<file path="src/verilog/scp_pkg.sv">
// Constants for the serial configuration port, shared by both link ends
package scp_pkg;
   localparam int WR_BITS = 73;
   localparam int RD_BITS = 30;
   localparam int WR_CNT_W = 7;
   localparam logic [WR_CNT_W-1:0] WR_LAST = 7'(WR_BITS - 1);
   localparam logic [WR_CNT_W-1:0] RD_LAST = 7'(RD_BITS - 1);
   // Write frame field positions, bit 0 is sent first
   localparam int CR_LSB = 0;
   localparam int CR_W = 3;
   localparam int DAC_DAT_LSB = 63;
   localparam int DAC_DAT_W = 8;
   localparam int DAC_SEL_BIT = 71;
   localparam int CLK_SEL_BIT = 72;
   // Read frame field positions
   localparam int LOCK_ALL_BIT = 0;
   localparam int LOCK_TC_BIT = 1;
   localparam int LOCK_PHASE_N_BIT = 2;
   localparam int ADC_DAT_LSB = 3;
   localparam int ADC_SEL_LSB = 15;
   // Settings held while the serial reset is asserted
   localparam logic [WR_BITS-1:0] WR_DEFAULT = {
      1'h0, 1'h0, 8'h80, 1'h1, 1'h0, 1'h0, 1'h0, 1'h0, 1'h0, 1'h1, 1'h0,
      1'h0, 1'h0, 1'h0, 6'h03, 6'h02, 6'h00, 7'h00, 1'h0, 2'h0, 4'h1, 1'h0,
      12'h090, 4'h3, 3'h0};
   // Link clock made by the controller
   localparam int MCLK_NS = 40;
   localparam int LINK_PERIOD_NS = 320;
   localparam int HALF_CYC = LINK_PERIOD_NS / (2 * MCLK_NS);
   localparam logic [2:0] HALF_LAST = 3'(HALF_CYC - 1);
   // Controller register port
   localparam int ADDR_W = 8;
   localparam logic [ADDR_W-1:0] A_WORD0 = 8'h00;
   localparam logic [ADDR_W-1:0] A_WORD1 = 8'h04;
   localparam logic [ADDR_W-1:0] A_WORD2 = 8'h08;
   localparam logic [ADDR_W-1:0] A_STATUS = 8'h0c;
   localparam logic [ADDR_W-1:0] A_CTRL = 8'h10;
   localparam int CTRL_RUN_BIT = 0;
   localparam int CTRL_FULL_BIT = 1;
   localparam int CTRL_LINKUP_BIT = 2;
   localparam int FIFO_DEPTH = 4;
   typedef enum logic {HS_IDLE, HS_RUN} scp_hstate_e;
endpackage : scp_pkg

</file>
<file path="src/verilog/scp_link_if.sv">
// Three-wire serial link plus serial reset between controller and device
`timescale 1ns/1ps
interface scp_link_if;
   logic serial_link_clock;
   logic serial_port_reset_n;
   logic config_serial_in;
   logic config_serial_out;
   modport dev (
      input serial_link_clock,
      input serial_port_reset_n,
      input config_serial_in,
      output config_serial_out
   );
   modport ctl (
      output serial_link_clock,
      output serial_port_reset_n,
      output config_serial_in,
      input config_serial_out
   );
endinterface : scp_link_if

</file>
<file path="src/verilog/scp_ctl_end.sv">
// Controller end: setting FIFO, link clock divider and frame sender
`timescale 1ns/1ps
module scp_fifo #(
   parameter int WIDTH = 8,
   parameter int DEPTH = 4
) (
   input wire logic clk,                     // Clock
   input wire logic rst_n,                   // Async reset, active low
   input wire logic in_valid,                // Push request
   output logic in_ready,                    // Not full
   input wire logic [WIDTH-1:0] in_data,     // Push data
   output logic out_valid,                   // Not empty
   input wire logic out_ready,               // Pop request
   output logic [WIDTH-1:0] out_data         // Head word
);
   localparam int PW = $clog2(DEPTH);
   localparam int CW = PW + 1;
   logic [WIDTH-1:0] mem_reg [DEPTH];
   logic [PW-1:0] wp_reg;
   logic [PW-1:0] wp_next;
   logic [PW-1:0] rp_reg;
   logic [PW-1:0] rp_next;
   logic [CW-1:0] cnt_reg;
   logic [CW-1:0] cnt_next;
   // Not-full is kept as a flop so the ready output needs no gate after it
   logic nfull_reg;
   logic nfull_next;
   logic empty_reg;
   logic empty_next;
   logic push;
   logic pop;

   assign push = in_valid & nfull_reg;
   assign pop = out_ready & ~empty_reg;

   always_comb begin
      wp_next = push ? PW'(wp_reg + 1'b1) : wp_reg;
      rp_next = pop ? PW'(rp_reg + 1'b1) : rp_reg;
      cnt_next = CW'(cnt_reg + CW'(push) - CW'(pop));
      nfull_next = (cnt_next != CW'(DEPTH));
      empty_next = (cnt_next == '0);
   end

   always_ff @(posedge clk or negedge rst_n) begin
      if (!rst_n) begin
         wp_reg <= '0;
         rp_reg <= '0;
         cnt_reg <= '0;
         nfull_reg <= 1'b1;
         empty_reg <= 1'b1;
      end else begin
         wp_reg <= wp_next;
         rp_reg <= rp_next;
         cnt_reg <= cnt_next;
         nfull_reg <= nfull_next;
         empty_reg <= empty_next;
      end
   end

   always_ff @(posedge clk) begin
      if (push) begin
         mem_reg[wp_reg] <= in_data;
      end
   end

   assign in_ready = nfull_reg;
   assign out_valid = ~empty_reg;
   assign out_data = mem_reg[rp_reg];
endmodule : scp_fifo

module scp_ctl_end
   import scp_pkg::*;
(
   input wire logic MCLK,                    // System clock
   input wire logic RSTN,                    // Async reset, active low
   scp_link_if.ctl link,                     // Serial link
   input wire logic [ADDR_W-1:0] ADDR,       // Register address
   input wire logic [31:0] WDATA,            // Write data
   input wire logic WR,                      // Write strobe
   input wire logic RD,                      // Read strobe
   output logic [31:0] RDATA,                // Read data, cycle after RD
   output logic CFG_READY                    // Setting FIFO can take a frame
);
   scp_hstate_e state_reg;
   scp_hstate_e state_next;
   logic [2:0] div_reg;
   logic [2:0] div_next;
   logic sclk_reg;
   logic sclk_next;
   logic srst_n_reg;
   logic srst_n_next;
   logic sdo_reg;
   logic sdo_next;
   logic [WR_CNT_W-1:0] bit_reg;
   logic [WR_CNT_W-1:0] bit_next;
   logic [WR_BITS-1:0] tx_reg;
   logic [WR_BITS-1:0] tx_next;
   logic [WR_BITS-1:0] txsh_reg;
   logic [WR_BITS-1:0] txsh_next;
   logic [RD_BITS-1:0] rxsh_reg;
   logic [RD_BITS-1:0] rxsh_next;
   logic [RD_BITS-1:0] rx_reg;
   logic [RD_BITS-1:0] rx_next;
   logic [63:0] stage_reg;
   logic [63:0] stage_next;
   logic run_reg;
   logic run_next;
   logic [31:0] rdata_reg;
   logic [31:0] rdata_next;
   logic sout_s1_reg;
   logic sout_s2_reg;
   logic wrap;
   logic fall_ev;
   logic rise_ev;
   logic push;
   logic pop;
   logic fifo_valid;
   logic fifo_ready;
   logic [WR_BITS-1:0] fifo_data;

   assign push = WR & (ADDR == A_WORD2);

   scp_fifo #(.WIDTH(WR_BITS), .DEPTH(FIFO_DEPTH)) u_fifo (
      .clk(MCLK),
      .rst_n(RSTN),
      .in_valid(push),
      .in_ready(fifo_ready),
      .in_data({WDATA[WR_BITS-65:0], stage_reg}),
      .out_valid(fifo_valid),
      .out_ready(pop),
      .out_data(fifo_data)
   );

   assign wrap = (div_reg == HALF_LAST);
   assign fall_ev = wrap & sclk_reg;
   assign rise_ev = wrap & ~sclk_reg;
   // New settings are taken only between frames
   assign pop = (state_reg == HS_IDLE) |
                (rise_ev & (bit_reg == WR_LAST));

   always_comb begin
      state_next = state_reg;
      div_next = wrap ? '0 : 3'(div_reg + 3'h1);
      sclk_next = wrap ? ~sclk_reg : sclk_reg;
      srst_n_next = srst_n_reg;
      sdo_next = sdo_reg;
      bit_next = bit_reg;
      tx_next = (pop & fifo_valid) ? fifo_data : tx_reg;
      txsh_next = txsh_reg;
      rxsh_next = rxsh_reg;
      rx_next = rx_reg;
      unique case (state_reg)
         HS_IDLE: begin
            srst_n_next = 1'b0;
            bit_next = '0;
            txsh_next = tx_next;
            // Reset is released on a falling edge along with bit 0
            if (run_reg && fall_ev) begin
               state_next = HS_RUN;
               srst_n_next = 1'b1;
               sdo_next = tx_next[0];
               txsh_next = {1'b0, tx_next[WR_BITS-1:1]};
            end
         end
         HS_RUN: begin
            if (!run_reg) begin
               state_next = HS_IDLE;
               srst_n_next = 1'b0;
            end else if (fall_ev) begin
               sdo_next = txsh_reg[0];
               txsh_next = {1'b0, txsh_reg[WR_BITS-1:1]};
            end else if (rise_ev) begin
               if (bit_reg <= RD_LAST) begin
                  rxsh_next = {sout_s2_reg, rxsh_reg[RD_BITS-1:1]};
               end
               if (bit_reg == RD_LAST) begin
                  rx_next = {sout_s2_reg, rxsh_reg[RD_BITS-1:1]};
               end
               if (bit_reg == WR_LAST) begin
                  bit_next = '0;
                  txsh_next = tx_next;
               end else begin
                  bit_next = bit_reg + 7'h01;
               end
            end
         end
      endcase
   end

   // Register port
   always_comb begin
      stage_next = stage_reg;
      run_next = run_reg;
      rdata_next = '0;
      if (WR && ADDR == A_WORD0) begin
         stage_next[31:0] = WDATA;
      end
      if (WR && ADDR == A_WORD1) begin
         stage_next[63:32] = WDATA;
      end
      if (WR && ADDR == A_CTRL) begin
         run_next = WDATA[CTRL_RUN_BIT];
      end
      if (RD) begin
         unique case (ADDR)
            A_WORD0: rdata_next = tx_reg[31:0];
            A_WORD1: rdata_next = tx_reg[63:32];
            A_WORD2: rdata_next = {23'h000000, tx_reg[WR_BITS-1:64]};
            A_STATUS: rdata_next = {2'h0, rx_reg};
            A_CTRL: begin
               rdata_next[CTRL_RUN_BIT] = run_reg;
               rdata_next[CTRL_FULL_BIT] = ~fifo_ready;
               rdata_next[CTRL_LINKUP_BIT] = (state_reg == HS_RUN);
            end
            default: rdata_next = '0;
         endcase
      end
   end

   always_ff @(posedge MCLK or negedge RSTN) begin
      if (!RSTN) begin
         state_reg <= HS_IDLE;
         div_reg <= '0;
         sclk_reg <= 1'b0;
         srst_n_reg <= 1'b0;
         sdo_reg <= 1'b0;
         bit_reg <= '0;
         tx_reg <= WR_DEFAULT;
         txsh_reg <= WR_DEFAULT;
         rxsh_reg <= '0;
         rx_reg <= '0;
         stage_reg <= '0;
         run_reg <= 1'b0;
         rdata_reg <= '0;
         sout_s1_reg <= 1'b0;
         sout_s2_reg <= 1'b0;
      end else begin
         state_reg <= state_next;
         div_reg <= div_next;
         sclk_reg <= sclk_next;
         srst_n_reg <= srst_n_next;
         sdo_reg <= sdo_next;
         bit_reg <= bit_next;
         tx_reg <= tx_next;
         txsh_reg <= txsh_next;
         rxsh_reg <= rxsh_next;
         rx_reg <= rx_next;
         stage_reg <= stage_next;
         run_reg <= run_next;
         rdata_reg <= rdata_next;
         sout_s1_reg <= link.config_serial_out;
         sout_s2_reg <= sout_s1_reg;
      end
   end

   assign link.serial_link_clock = sclk_reg;
   assign link.serial_port_reset_n = srst_n_reg;
   assign link.config_serial_in = sdo_reg;
   assign RDATA = rdata_reg;
   assign CFG_READY = fifo_ready;
endmodule : scp_ctl_end

</file>
<file path="src/flat_wrapper.sv">
// flat-port wrapper written by rule: the top's interface ports become plain ports
module scp_ctl_end_flat import scp_pkg::*;
  (MCLK, RSTN, ADDR, WDATA, WR, RD, RDATA, CFG_READY, link_serial_link_clock, link_serial_port_reset_n, link_config_serial_in, link_config_serial_out);
  scp_link_if link_i ();
  input wire logic MCLK;
  input wire logic RSTN;
  input wire logic [ADDR_W-1:0] ADDR;
  input wire logic [31:0] WDATA;
  input wire logic WR;
  input wire logic RD;
  output logic [31:0] RDATA;
  output logic CFG_READY;
  output wire logic [$bits(link_i.serial_link_clock)-1:0] link_serial_link_clock;
  output wire logic [$bits(link_i.serial_port_reset_n)-1:0] link_serial_port_reset_n;
  output wire logic [$bits(link_i.config_serial_in)-1:0] link_config_serial_in;
  input wire logic [$bits(link_i.config_serial_out)-1:0] link_config_serial_out;
  assign link_serial_link_clock = link_i.serial_link_clock;
  assign link_serial_port_reset_n = link_i.serial_port_reset_n;
  assign link_config_serial_in = link_i.config_serial_in;
  assign link_i.config_serial_out = link_config_serial_out;
  scp_ctl_end u_core (.MCLK(MCLK), .RSTN(RSTN), .link(link_i), .ADDR(ADDR), .WDATA(WDATA), .WR(WR), .RD(RD), .RDATA(RDATA), .CFG_READY(CFG_READY));
endmodule
</file>
<file path="config.mk">
export PLATFORM = sky130hd
export DESIGN_NAME = scp_ctl_end_flat
export DESIGN_NICKNAME = d
export VERILOG_FILES = /design/src/verilog/scp_pkg.sv /design/src/verilog/scp_link_if.sv /design/src/verilog/scp_ctl_end.sv /design/src/flat_wrapper.sv
export SDC_FILE = /design/constraint.sdc
export NUM_CORES = 1
export LEC_CHECK = 0
export ABC_AREA = 1
export BUFFER_PORTS_ARGS = -buffer_cell sky130_fd_sc_hd__buf_4
export CAP_MARGIN = 20
export CORE_MARGIN = 2
export CORE_UTILIZATION = 35
export CTS_BUF_LIST = sky130_fd_sc_hd__clkbuf_8
export CTS_CLUSTER_SIZE = 24
export DETAILED_ROUTE_END_ITERATION = 7
export MAX_ROUTING_LAYER = met4
export SKIP_CTS_REPAIR_TIMING = 1
export SLEW_MARGIN = 20
export SYNTH_ARGS = -nofsm -noshare
export SYNTH_HDL_FRONTEND = slang
export SYNTH_SLANG_ARGS = --single-unit
</file>
<file path="constraint.sdc">
create_clock -name MCLK -period 9.85 [get_ports MCLK]
set_input_delay 1.97 -clock MCLK [delete_from_list [all_inputs] [get_ports MCLK]]
set_output_delay 1.97 -clock MCLK [all_outputs]
set_load 0.03 [all_outputs]
</file>
==> metrics.md, run 1 <==
| Metric | Value |
|---|---|
| Ys Warns | `0` |
| # fillers | `8192` |
| Vias per Instance | `4.74` |
| Hold WS | `0.342 ns` |
| Peak VDD IR | `0.115 mV` |
| Final setup viols | `0` |
| Starting density of the core | `0.352` |
| Final HPWL DP | `43100 um` |
| Total negative setup slack | `0 ns` |
| Die Span X | `290 um` |
| Max Cap Violations | `0` |
| Clock-pin slew of the registers on the worst-case setup and hold paths | `0.06 ns` |
| First-pass GRT wire length | `114000 um` |
| Max-slew violations | `0` |
| Most common cell after layout, fill and taps aside | `nand2_1` |
| Root Buffer | `clkbuf_8` |
| Crit start category | `input port` |
| Mapped Cells | `3280` |
| Layout Cells excl Fill | `4470` |
| Pin count of the biggest net entering global routing | `148` |
| Core ar. | `0.0816 mm^2` |
| Vias in the first global route | `19.8k` |
| Gpl congestion | `0.801` |
| Chip height | `290 um` |
| Crit path DAT | `5.11 ns` |
| Register area share after synthesis | `0.592` |
| Clock sink count | `619` |
| Min-Delay Path Class | `flop to flop` |
| Distinct cell type count of the synthesized netlist | `35` |
| Die ar. | `0.0843 mm^2` |
| DR pass1 iterations | `5` |
| Worst Max-Slew Pin Slew | `1.10 ns` |
| Final WL | `71900 um` |
| H-tree depth | `3` |
| Post-route DRC | `0` |
| Pwr Density | `245 mW/mm^2` |
| Setup CP Type | `input port to flop` |
| #FFs+latches synth | `619` |
| Fin nets | `3367` |
| Outcome | `finished, final reports clean` |
| Final Cycle Share | `0.486` |
| Critical-path maximum fanout | `50` |
| Placed Cells | `4274` |
| Clock Skews | `0.0309 ns` |
| WP data required | `10.17 ns` |
| DRT iter0 DRCs | `1975` |
| Final antenna-violating net count | `0` |
| CTS tree | `done` |
| Routed WL per cell | `16.1 um` |
| CTS Buf Count | `105` |
| Max reg flops | `292` |
| Critical Path End Type | `flop` |
| Global route overflow | `0` |
| RSZ-0062 raised after global routing | `no` |
| Cell Area, Synth | `0.0287 mm^2` |
| Initial antenna violation count | `1` |
| Maximum clock insertion buffer count | `3` |
| Syn-to-layout area delta | `12.1%` |
| Fin. Hold Viols | `0` |
| Leakage power | `14.8 nW` |
| Leading cell types in the layout, fill and taps excluded | `nand2_1, nand3_1, nor2_1` |
| Skew-Pair Late Insertion Delay | `0.72 ns` |
| Gr usage total | `0.176` |
| Fraction of layout cells with a size suffix above 1 | `0.107` |
| Std cell rows | `105` |
| Mean Syn Cell Area | `8.75 um^2` |
| Normalized max-slew margin | `0.261` |
| I/O pin cnt | `81` |
| Final min period | `4.79 ns` |
| Total number of vias | `21.2k` |
| Port Buffer Count | `80` |
| Synthesized Nets | `3336` |
| Fmax | `0.209 GHz` |
## logic make-up (layout without fill, tap and decap cells)
logic type      Yosys count  count (layout)  synth area share
compound gates          266             266            0.0491
other cells               0               1                 0
fa+ha+maj                11              11           0.00506
simple gates           1783            1783             0.266
buf+inv                 592             711            0.0850
flops                   619             619             0.592
xor+xnor                  9               9           0.00275
## metrics by stage
| step | setup slack, ns | cell area, um^2 | utilization | power (W) |
|---|---|---|---|---|
| after global placement | 4.35 | 30100 | 0.369 | 0.00562 |
| after floorplan | 3.37 | 28700 | - | 0.00496 |
| final | 5.06 | 32200 | 0.395 | 0.00790 |
| after global routing | 4.89 | 32200 | 0.395 | 0.00845 |
| after detailed placement | 4.34 | 30100 | 0.369 | 0.00565 |
| after CTS | 5.11 | 32200 | 0.395 | 0.00795 |
## worst max-delay path, stage by stage
cell     delay [ns]
buf_4          0.10
or2_1          0.26
nor3_4         0.20
nand2_1        0.10
nor2_2         0.49
nand3_2        0.43
nor2_4         0.75
buf_4          0.71
## synthesized netlist by cell type
cell type  instances  area [um^2]
xor2_1             6         52.6
nand3_1          464         2320
nor2_1           458         1720
nand3_2           51          510
o21ai_0          127          636
inv_2              9         33.8
or2_1              1         6.26
nand2_1          792         2970
o41ai_2            1         16.3
buf_2             81          405
dfrtp_1          303         7580
nand4_1            2         12.5
nand2_2            4         25.0
buf_8              4         60.1
xnor2_1            3         26.3
edfxtp_1         292         8770
o21ai_1           83          415
ha_1              10          125
inv_1            398         1490
a31oi_1            8         50.1
nor3_1             5         25.0
nor2_2             4         25.0
nor4_2             1         12.5
nor3_4             1         16.3
buf_4              9         67.6
a21oi_1           22          110
dfstp_2           24          631
buf_6              3         33.8
clkbuf_1          61          229
o22ai_1           14         87.6
buf_12             1         20.0
buf_1             26         97.6
fa_1               1         20.0
a22oi_1            1         7.51
o221ai_1          10         87.6
## power by group
group / switching, W / total [W] / leakage [nW] / internal, W
Combinational: 0.00163 / 0.00228 / 6.62 / 0.000650
Sequential: 0.000257 / 0.00334 / 6.93 / 0.00309
Clock: 0.00107 / 0.00228 / 1.24 / 0.00121
Total: 0.00295 / 0.00790 / 14.8 / 0.00495
## final cells by class
class | count | area (um^2) | area share
flip-flops and latches | 619 | 17000 | 0.528
diodes | 1 | 2.50 | 0.0000777
well taps | 1070 | 1340 | 0.0416
clock inverters | 63 | 303 | 0.00941
repair buffers | 109 | 838 | 0.0260
clock buffers | 132 | 1820 | 0.0564
inverters | 407 | 1540 | 0.0478
multi-input cells | 2069 | 9370 | 0.291
## per-layer routing
| layer | global-route usage | vias up | wire [um] |
|---|---|---|---|
| met1 | 0.255 | 10000 | 35400 |
| met4 | 0.0513 | 0 | 1390 |
| met3 | 0.0280 | 89 | 4060 |
| li1 | - | 10600 | - |
| met2 | 0.254 | 507 | 31100 |
| met5 | - | - | 0 |
## worst paths after layout
path / depth (start not counted) / end / slack (ns) / from
worst max-delay path: 8 / u_core.u_fifo.mem_reg[2][30] / 5.06 / ADDR[7]
worst min-delay path: 0 / u_core.sout_s2_reg / 0.34 / u_core.sout_s1_reg
worst max register to register: 15 / u_core.u_fifo.in_ready / 6.25 / u_core.bit_reg[0]
worst min register to register: 0 / u_core.sout_s2_reg / 0.34 / u_core.sout_s1_reg
max in group asynchronous: 3 / u_core.u_fifo.rp_reg[0] / 6.56 / RSTN
min in group asynchronous: 1 / u_core.RDATA[15] / 1.26 / RSTN
(Power assumes the default switching activity.)
==> inputs of run 2 (changes only) <==
- clock period: 9.85 -> 4.9 ns (I/O delays scaled with it)
==> run 2 against run 1 <==
Against the previous run: final area rose by 0.44%; register-to-register slack worse by 4.8 ns; sequential share of layout area shrank 0.23 points; setup slack lost 3.7 ns; highest routed layer unchanged; critical endpoint is now u_core.txsh_reg[45]; combinational power is 97% higher; largest cell class unchanged; worst hold slack worse by 0.034 ns; clock power grew 98%; non-clock buffer count rose by 13; routed wire length barely moved; die area unchanged; first-iteration DRC count fell by 4.0%.
==> metrics.md, run 2 (synthesis gave the netlist of run 1 again) <==
| Metric | Value |
|---|---|
| Outcome | `finished, final reports clean` |
| Hold WS | `0.308 ns (-0.0341 ns)` |
| Crit-path slowest cell | `clkinv_2` |
| DRT iter0 DRCs | `1896 (-4.0%)` |
| Gr usage total | `0.177 (+0.000764)` |
| Clock Skews | `0.0425 ns (+0.0117 ns)` |
| Pin count of the biggest net entering global routing | `98 (-34%)` |
| Routed WL per cell | `16.1 um (-0.15%)` |
| Final min period | `3.50 ns` |
| Syn-to-layout area delta | `12.6%` |
| Gr busiest metal | `met2` |
| Global routing met1 resource utilization | `0.253 (-0.00236)` |
| Bufs and invs on worst path | `4 (+2)` |
| WP data required | `5.51 ns (-4.66 ns)` |
| Crit path DAT | `4.10 ns (-1.01 ns)` |
| Final setup viols | `0 (unchanged)` |
| Max Cap Violations | `0 (unchanged)` |
| Initial antenna violation count | `1 (unchanged)` |
| Leakage power | `14.9 nW (+0.45%)` |
| Vias in the first global route | `20.2k (+2.1%)` |
| Fin. Hold Viols | `0 (unchanged)` |
| Peak VDD IR | `0.263 mV (+130%)` |
| Leading cell types in the layout, fill and taps excluded | `nand2_1, nand3_1, nor2_1` |
| Clock-pin slew of the registers on the worst-case setup and hold paths | `0.06 ns (about the same)` |
| Slowest cell delay on critical path | `0.91 ns (+0.16 ns)` |
| Final WL | `71900 um (about the same)` |
| Total number of vias | `21.4k (+0.85%)` |
| Std cell rows | `105 (unchanged)` |
| Top delay family on crit path | `buffers and inverters` |
| Post-DP Area | `0.0303 mm^2 (+0.66%)` |
| Max reg flops | `292 (unchanged)` |
| Starting density of the core | `0.352 (unchanged)` |
| Total negative setup slack | `0 ns (unchanged)` |
| Die Span X | `290 um (unchanged)` |
| Clock sink count | `619 (unchanged)` |
| Core ar. | `0.0816 mm^2 (unchanged)` |
| Most common cell after layout, fill and taps aside | `nand2_1` |
| Critical Path, Cell by Cell | `clkinv_2 -> buf_4 -> nand3_1 -> o21ai_0 -> inv_1 -> nand3_1 -> nand3_1 -> nand2_1 -> inv_1 -> nor2_1 -> nor2_1` |
| Finished Cell Area | `0.0323 mm^2 (+0.44%)` |
| Gpl congestion | `0.815 (+1.8%)` |
| Final Cycle Share | `0.714` |
| Die ar. | `0.0843 mm^2 (unchanged)` |
| R2r setup slk | `1.40 ns (-4.85 ns)` |
| Critical-path maximum fanout | `46 (-8.0%)` |
| RSZ-0062 raised after global routing | `no` |
| I/O pin cnt | `81 (unchanged)` |
| DR pass1 iterations | `6 (+1)` |
| Worst Max-Slew Pin Slew | `1.18 ns (+0.0865 ns)` |
| Final HPWL DP | `44800 um (+4.1%)` |
| Root Buffer | `clkbuf_8` |
| Routing usage on met3 | `0.0259 (-0.00206)` |
| Min-Delay Path Class | `input port to asynchronous set/reset pin` |
| Maximum clock insertion buffer count | `3 (unchanged)` |
| # fillers | `8079 (-1.4%)` |
| Fmax | `0.286 GHz` |
| CTS tree | `done` |
| Area of the multi-input gates | `0.00937 mm^2 (unchanged)` |
| Final core utilization | `0.396 (+0.00172)` |
| Chip height | `290 um (unchanged)` |
| Dpl ws | `1.26 ns (-3.08 ns)` |
| Worst Slack Setup Final | `1.40 ns (-3.66 ns)` |
| Setup CP Type | `flop to flop` |
| Crit start category | `flop` |
| Max-slew violations | `0 (unchanged)` |
| First-pass GRT wire length | `116000 um (+1.5%)` |
| Post-route DRC | `0 (unchanged)` |
| CTS Buf Count | `101 (-3.8%)` |
| Fraction of layout cells with a size suffix above 1 | `0.109 (+0.00210)` |
| Pwr Density | `487 mW/mm^2 (+99%)` |
| Grt met2 use | `0.262 (+0.00813)` |
| Critical Path End Type | `flop` |
| Port Buffer Count | `80 (unchanged)` |
| Final antenna-violating net count | `0 (unchanged)` |
| Global route overflow | `0 (unchanged)` |
| Vias per Instance | `4.77 (+0.67%)` |
| Skew-Pair Late Insertion Delay | `0.71 ns (about the same)` |
| Register area | `0.0170 mm^2 (unchanged)` |
| Most Frequent Cell on Critical Path | `nand3_1` |
| Fin nets | `3376 (+0.27%)` |
| Normalized max-slew margin | `0.203 (-0.0583)` |
| H-tree depth | `3 (unchanged)` |
[run 2: worst paths after layout]
kind                       depth (start not counted)                   to                     from
max                                               11  u_core.txsh_reg[45]  u_core.u_fifo.rp_reg[1]
min                                                1      u_core.RDATA[9]                     RSTN
max reg2reg                                       11  u_core.txsh_reg[45]  u_core.u_fifo.rp_reg[1]
min reg2reg                                        0   u_core.sout_s2_reg       u_core.sout_s1_reg
max in group asynchronous                          2   u_core.rxsh_reg[9]                     RSTN
min in group MCLK                                  0   u_core.sout_s2_reg       u_core.sout_s1_reg
[run 2: worst register-to-register path: cells and delay by family, from the launching register on]
family,cells,cell delay [ns]
buffers and inverters,4,1.69
and+or+nand+nor,6,0.55
AOI/OAI and AO/OA,1,0.32
DFF,1,0.85
[run 2: per-layer routing]
| layer | vias to the layer above | routed length, um |
|---|---|---|
| li1 | 10600 | - |
| met1 | 10100 | 35000 |
| met2 | 539 | 31800 |
| met3 | 90 | 3930 |
| met4 | 0 | 1220 |
| met5 | - | 0 |
[run 2: per-stage QoR]
stage,total power [W],std cells
after floorplan,0.00998,3280
after global placement,0.0112,4287
after detailed placement,0.0113,4287
after CTS,0.0159,4477
after global routing,0.0168,4478
final,0.0158,4478
[run 2: final cells by class]
cell class | count | area share
Sequential cell | 619 | 0.525
Multi-Input combinational cell | 2069 | 0.290
Clock inverter | 66 | 0.0110
Clock buffer | 124 | 0.0528
Timing Repair Buffer | 122 | 0.0320
Tap cell | 1070 | 0.0414
Antenna cell | 1 | 0.0000774
Inverter | 407 | 0.0476
[run 2: power breakdown]
| group | switching, W | internal [W] |
|---|---|---|
| sequential | 0.000541 | 0.00620 |
| combinational | 0.00318 | 0.00132 |
| clock | 0.00211 | 0.00240 |
==> inputs of run 3 (changes only) <==
- clock period: 4.9 -> 3.2 ns (I/O delays scaled with it)
==> run 3 against run 2 <==
Against the previous run: the flow now finishes with violations (negative hold slack); sequential share of layout area shrank 0.83 points; combinational power increased by 62%; setup slack lost 0.84 ns; non-clock buffer count increased by 40; critical endpoint is now u_core.u_fifo.empty_reg; largest cell class unchanged; highest routed layer unchanged.
==> metrics.md, run 3 (synthesis gave the netlist of run 1 again) <==
| Metric | Value |
|---|---|
| Most Frequent Cell on Critical Path | `inv_1` |
| Violated checks | `negative hold slack` |
| Worst Max-Slew Pin Slew | `1.01 ns (-0.174 ns)` |
| I/O pin cnt | `81 (unchanged)` |
| Routed WL per cell | `16.0 um (-0.67%)` |
| CTS tree | `done` |
| WP data required | `3.80 ns (-1.71 ns)` |
| Final setup viols | `0 (unchanged)` |
| Crit-path slowest cell | `fa_1` |
| Total number of vias | `21.4k (+0.36%)` |
| Leading cell types in the layout, fill and taps excluded | `nand2_1, nand3_1, nor2_1` |
| Fin. Hold Viols | `32 (+32)` |
| Port Buffer Count | `80 (unchanged)` |
| RSZ-0062 raised after global routing | `no` |
| Die Span X | `290 um (unchanged)` |
| Gr usage total | `0.176 (-0.000817)` |
| Fraction of layout cells with a size suffix above 1 | `0.122 (+0.0125)` |
| Normalized max-slew margin | `0.327 (+0.125)` |
| Critical Path End Type | `flop` |
| Max Cap Violations | `0 (unchanged)` |
| Register area | `0.0170 mm^2 (unchanged)` |
| Layout Cells excl Fill | `4515 (+0.83%)` |
| Hold WS | `-0.0466 ns (-0.355 ns)` |
| Pin count of the biggest net entering global routing | `147 (+50%)` |
| Peak VDD IR | `0.472 mV (+79%)` |
| Die ar. | `0.0843 mm^2 (unchanged)` |
| Leakage power | `15.1 nW (+1.5%)` |
| Total negative setup slack | `0 ns (unchanged)` |
| Critical Path, Cell by Cell | `inv_1 -> ha_1 -> nand3_2 -> nor2_2 -> nand2_1 -> nand2_8 -> nand2_4 -> inv_1 -> ha_1 -> inv_1 -> ha_1 -> inv_1 -> fa_1 -> inv_1 -> nor3_1` |
| # fillers | `8065 (-0.17%)` |
| Clock-pin slew of the registers on the worst-case setup and hold paths | `0.06 ns (about the same)` |
| Crit path DAT | `3.24 ns (-0.86 ns)` |
| CTS Buf Count | `101 (unchanged)` |
| H-tree depth | `3 (unchanged)` |
| Slowest cell delay on critical path | `0.50 ns (-0.41 ns)` |
| Clock sink count | `619 (unchanged)` |
| Critical-path maximum fanout | `4 (-91%)` |
| Vias in the first global route | `20.5k (+1.3%)` |
| Initial antenna violation count | `2 (+1)` |
| Min-Delay Path Class | `input port to asynchronous set/reset pin` |
| Skew-Pair Late Insertion Delay | `0.69 ns (-0.02 ns)` |
| Syn-to-layout area delta | `14.5%` |
| Final antenna-violating net count | `0 (unchanged)` |
| Std cell rows | `105 (unchanged)` |
| Pwr Density | `748 mW/mm^2 (+54%)` |
| Placed Cells | `4327 (+0.93%)` |
| Gpl congestion | `0.798 (-2.1%)` |
| Clock Skews | `0.0256 ns (-0.0169 ns)` |
| Outcome | `complete, but fails checks` |
| Crit start category | `flop` |
| Chip height | `290 um (unchanged)` |
| DRT iter0 DRCs | `1631 (-14%)` |
| Global route overflow | `0 (unchanged)` |
| Final min period | `2.64 ns (-0.860 ns)` |
| Post-route DRC | `0 (unchanged)` |
| Final core utilization | `0.403 (+0.00639)` |
| Final HPWL DP | `45200 um (+0.86%)` |
| Max-slew violations | `0 (unchanged)` |
| Starting density of the core | `0.352 (unchanged)` |
| Root Buffer | `clkbuf_8` |
| Setup CP Type | `flop to flop` |
| Vias per Instance | `4.75 (-0.46%)` |
| First-pass GRT wire length | `115000 um (-0.49%)` |
| Fin nets | `3416 (+1.2%)` |
| Core ar. | `0.0816 mm^2 (unchanged)` |
| DR pass1 iterations | `7 (+1)` |
| Fmax | `0.379 GHz (+33%)` |
| Maximum clock insertion buffer count | `3 (unchanged)` |
| Max reg flops | `292 (unchanged)` |
| Final WL | `72000 um (+0.15%)` |
| Final Cycle Share | `0.824 (+0.110)` |
| Most common cell after layout, fill and taps aside | `nand2_1` |
| Area of the multi-input gates | `0.00937 mm^2 (unchanged)` |
[run 3: critical path, delay by kind of cell, from the launching register on]
family,cells,cell delay [ns]
buffers and inverters,5,0.40
adders and majority gates,4,1.04
DFF,1,0.40
and+or+nand+nor,6,0.73
[run 3: metal layers]
layer  track usage  routed length, um
met3        0.0247               3620
met5             -                  0
met4        0.0474               1300
met2         0.262              31800
met1         0.251              35300
[run 3: metrics by stage]
step / power (W) / setup WS [ns] / hold WS, ns / area, um^2
6_report: 0.0246 / 0.563 / -0.0466 / 32900
5_1_grt: 0.0263 / 0.335 / 0.000279 / 32900
4_1_cts: 0.0248 / 0.544 / -0.0576 / 32800
3_5_place_dp: 0.0176 / 0.277 / 0.361 / 30700
3_3_place_gp: 0.0175 / 0.259 / 0.359 / 30700
2_1_floorplan: 0.0153 / -0.760 / 0.331 / 28700
[run 3: area by class of cell]
type / count / area share
diodes: 2 / 0.000152
repair buffers: 162 / 0.0460
clock buffers: 127 / 0.0532
well taps: 1070 / 0.0408
clock inverters: 59 / 0.0110
inverters: 407 / 0.0467
multi-input cells: 2069 / 0.285
flip-flops and latches: 619 / 0.517
[run 3: power by group]
part | internal (W) | total (W) | switching (W) | leakage, nW
combinational | 0.00231 | 0.00727 | 0.00496 | 6.97
sequential | 0.00950 | 0.0103 | 0.000761 | 6.93
clock | 0.00383 | 0.00705 | 0.00322 | 1.19
[run 3: worst paths after layout]
kind	cells after the start	to	start	slack, ns
worst max-delay path	15	u_core.u_fifo.empty_reg	u_core.bit_reg[1]	0.56
worst min-delay path	1	u_core.txsh_reg[45]	RSTN	-0.05
worst max register to register	15	u_core.u_fifo.empty_reg	u_core.bit_reg[1]	0.56
worst min register to register	0	u_core.sout_s2_reg	u_core.sout_s1_reg	0.37
max in group asynchronous	2	u_core.tx_reg[14]	RSTN	2.43
min in group MCLK	1	u_core.sout_s1_reg	link_config_serial_out	0.06
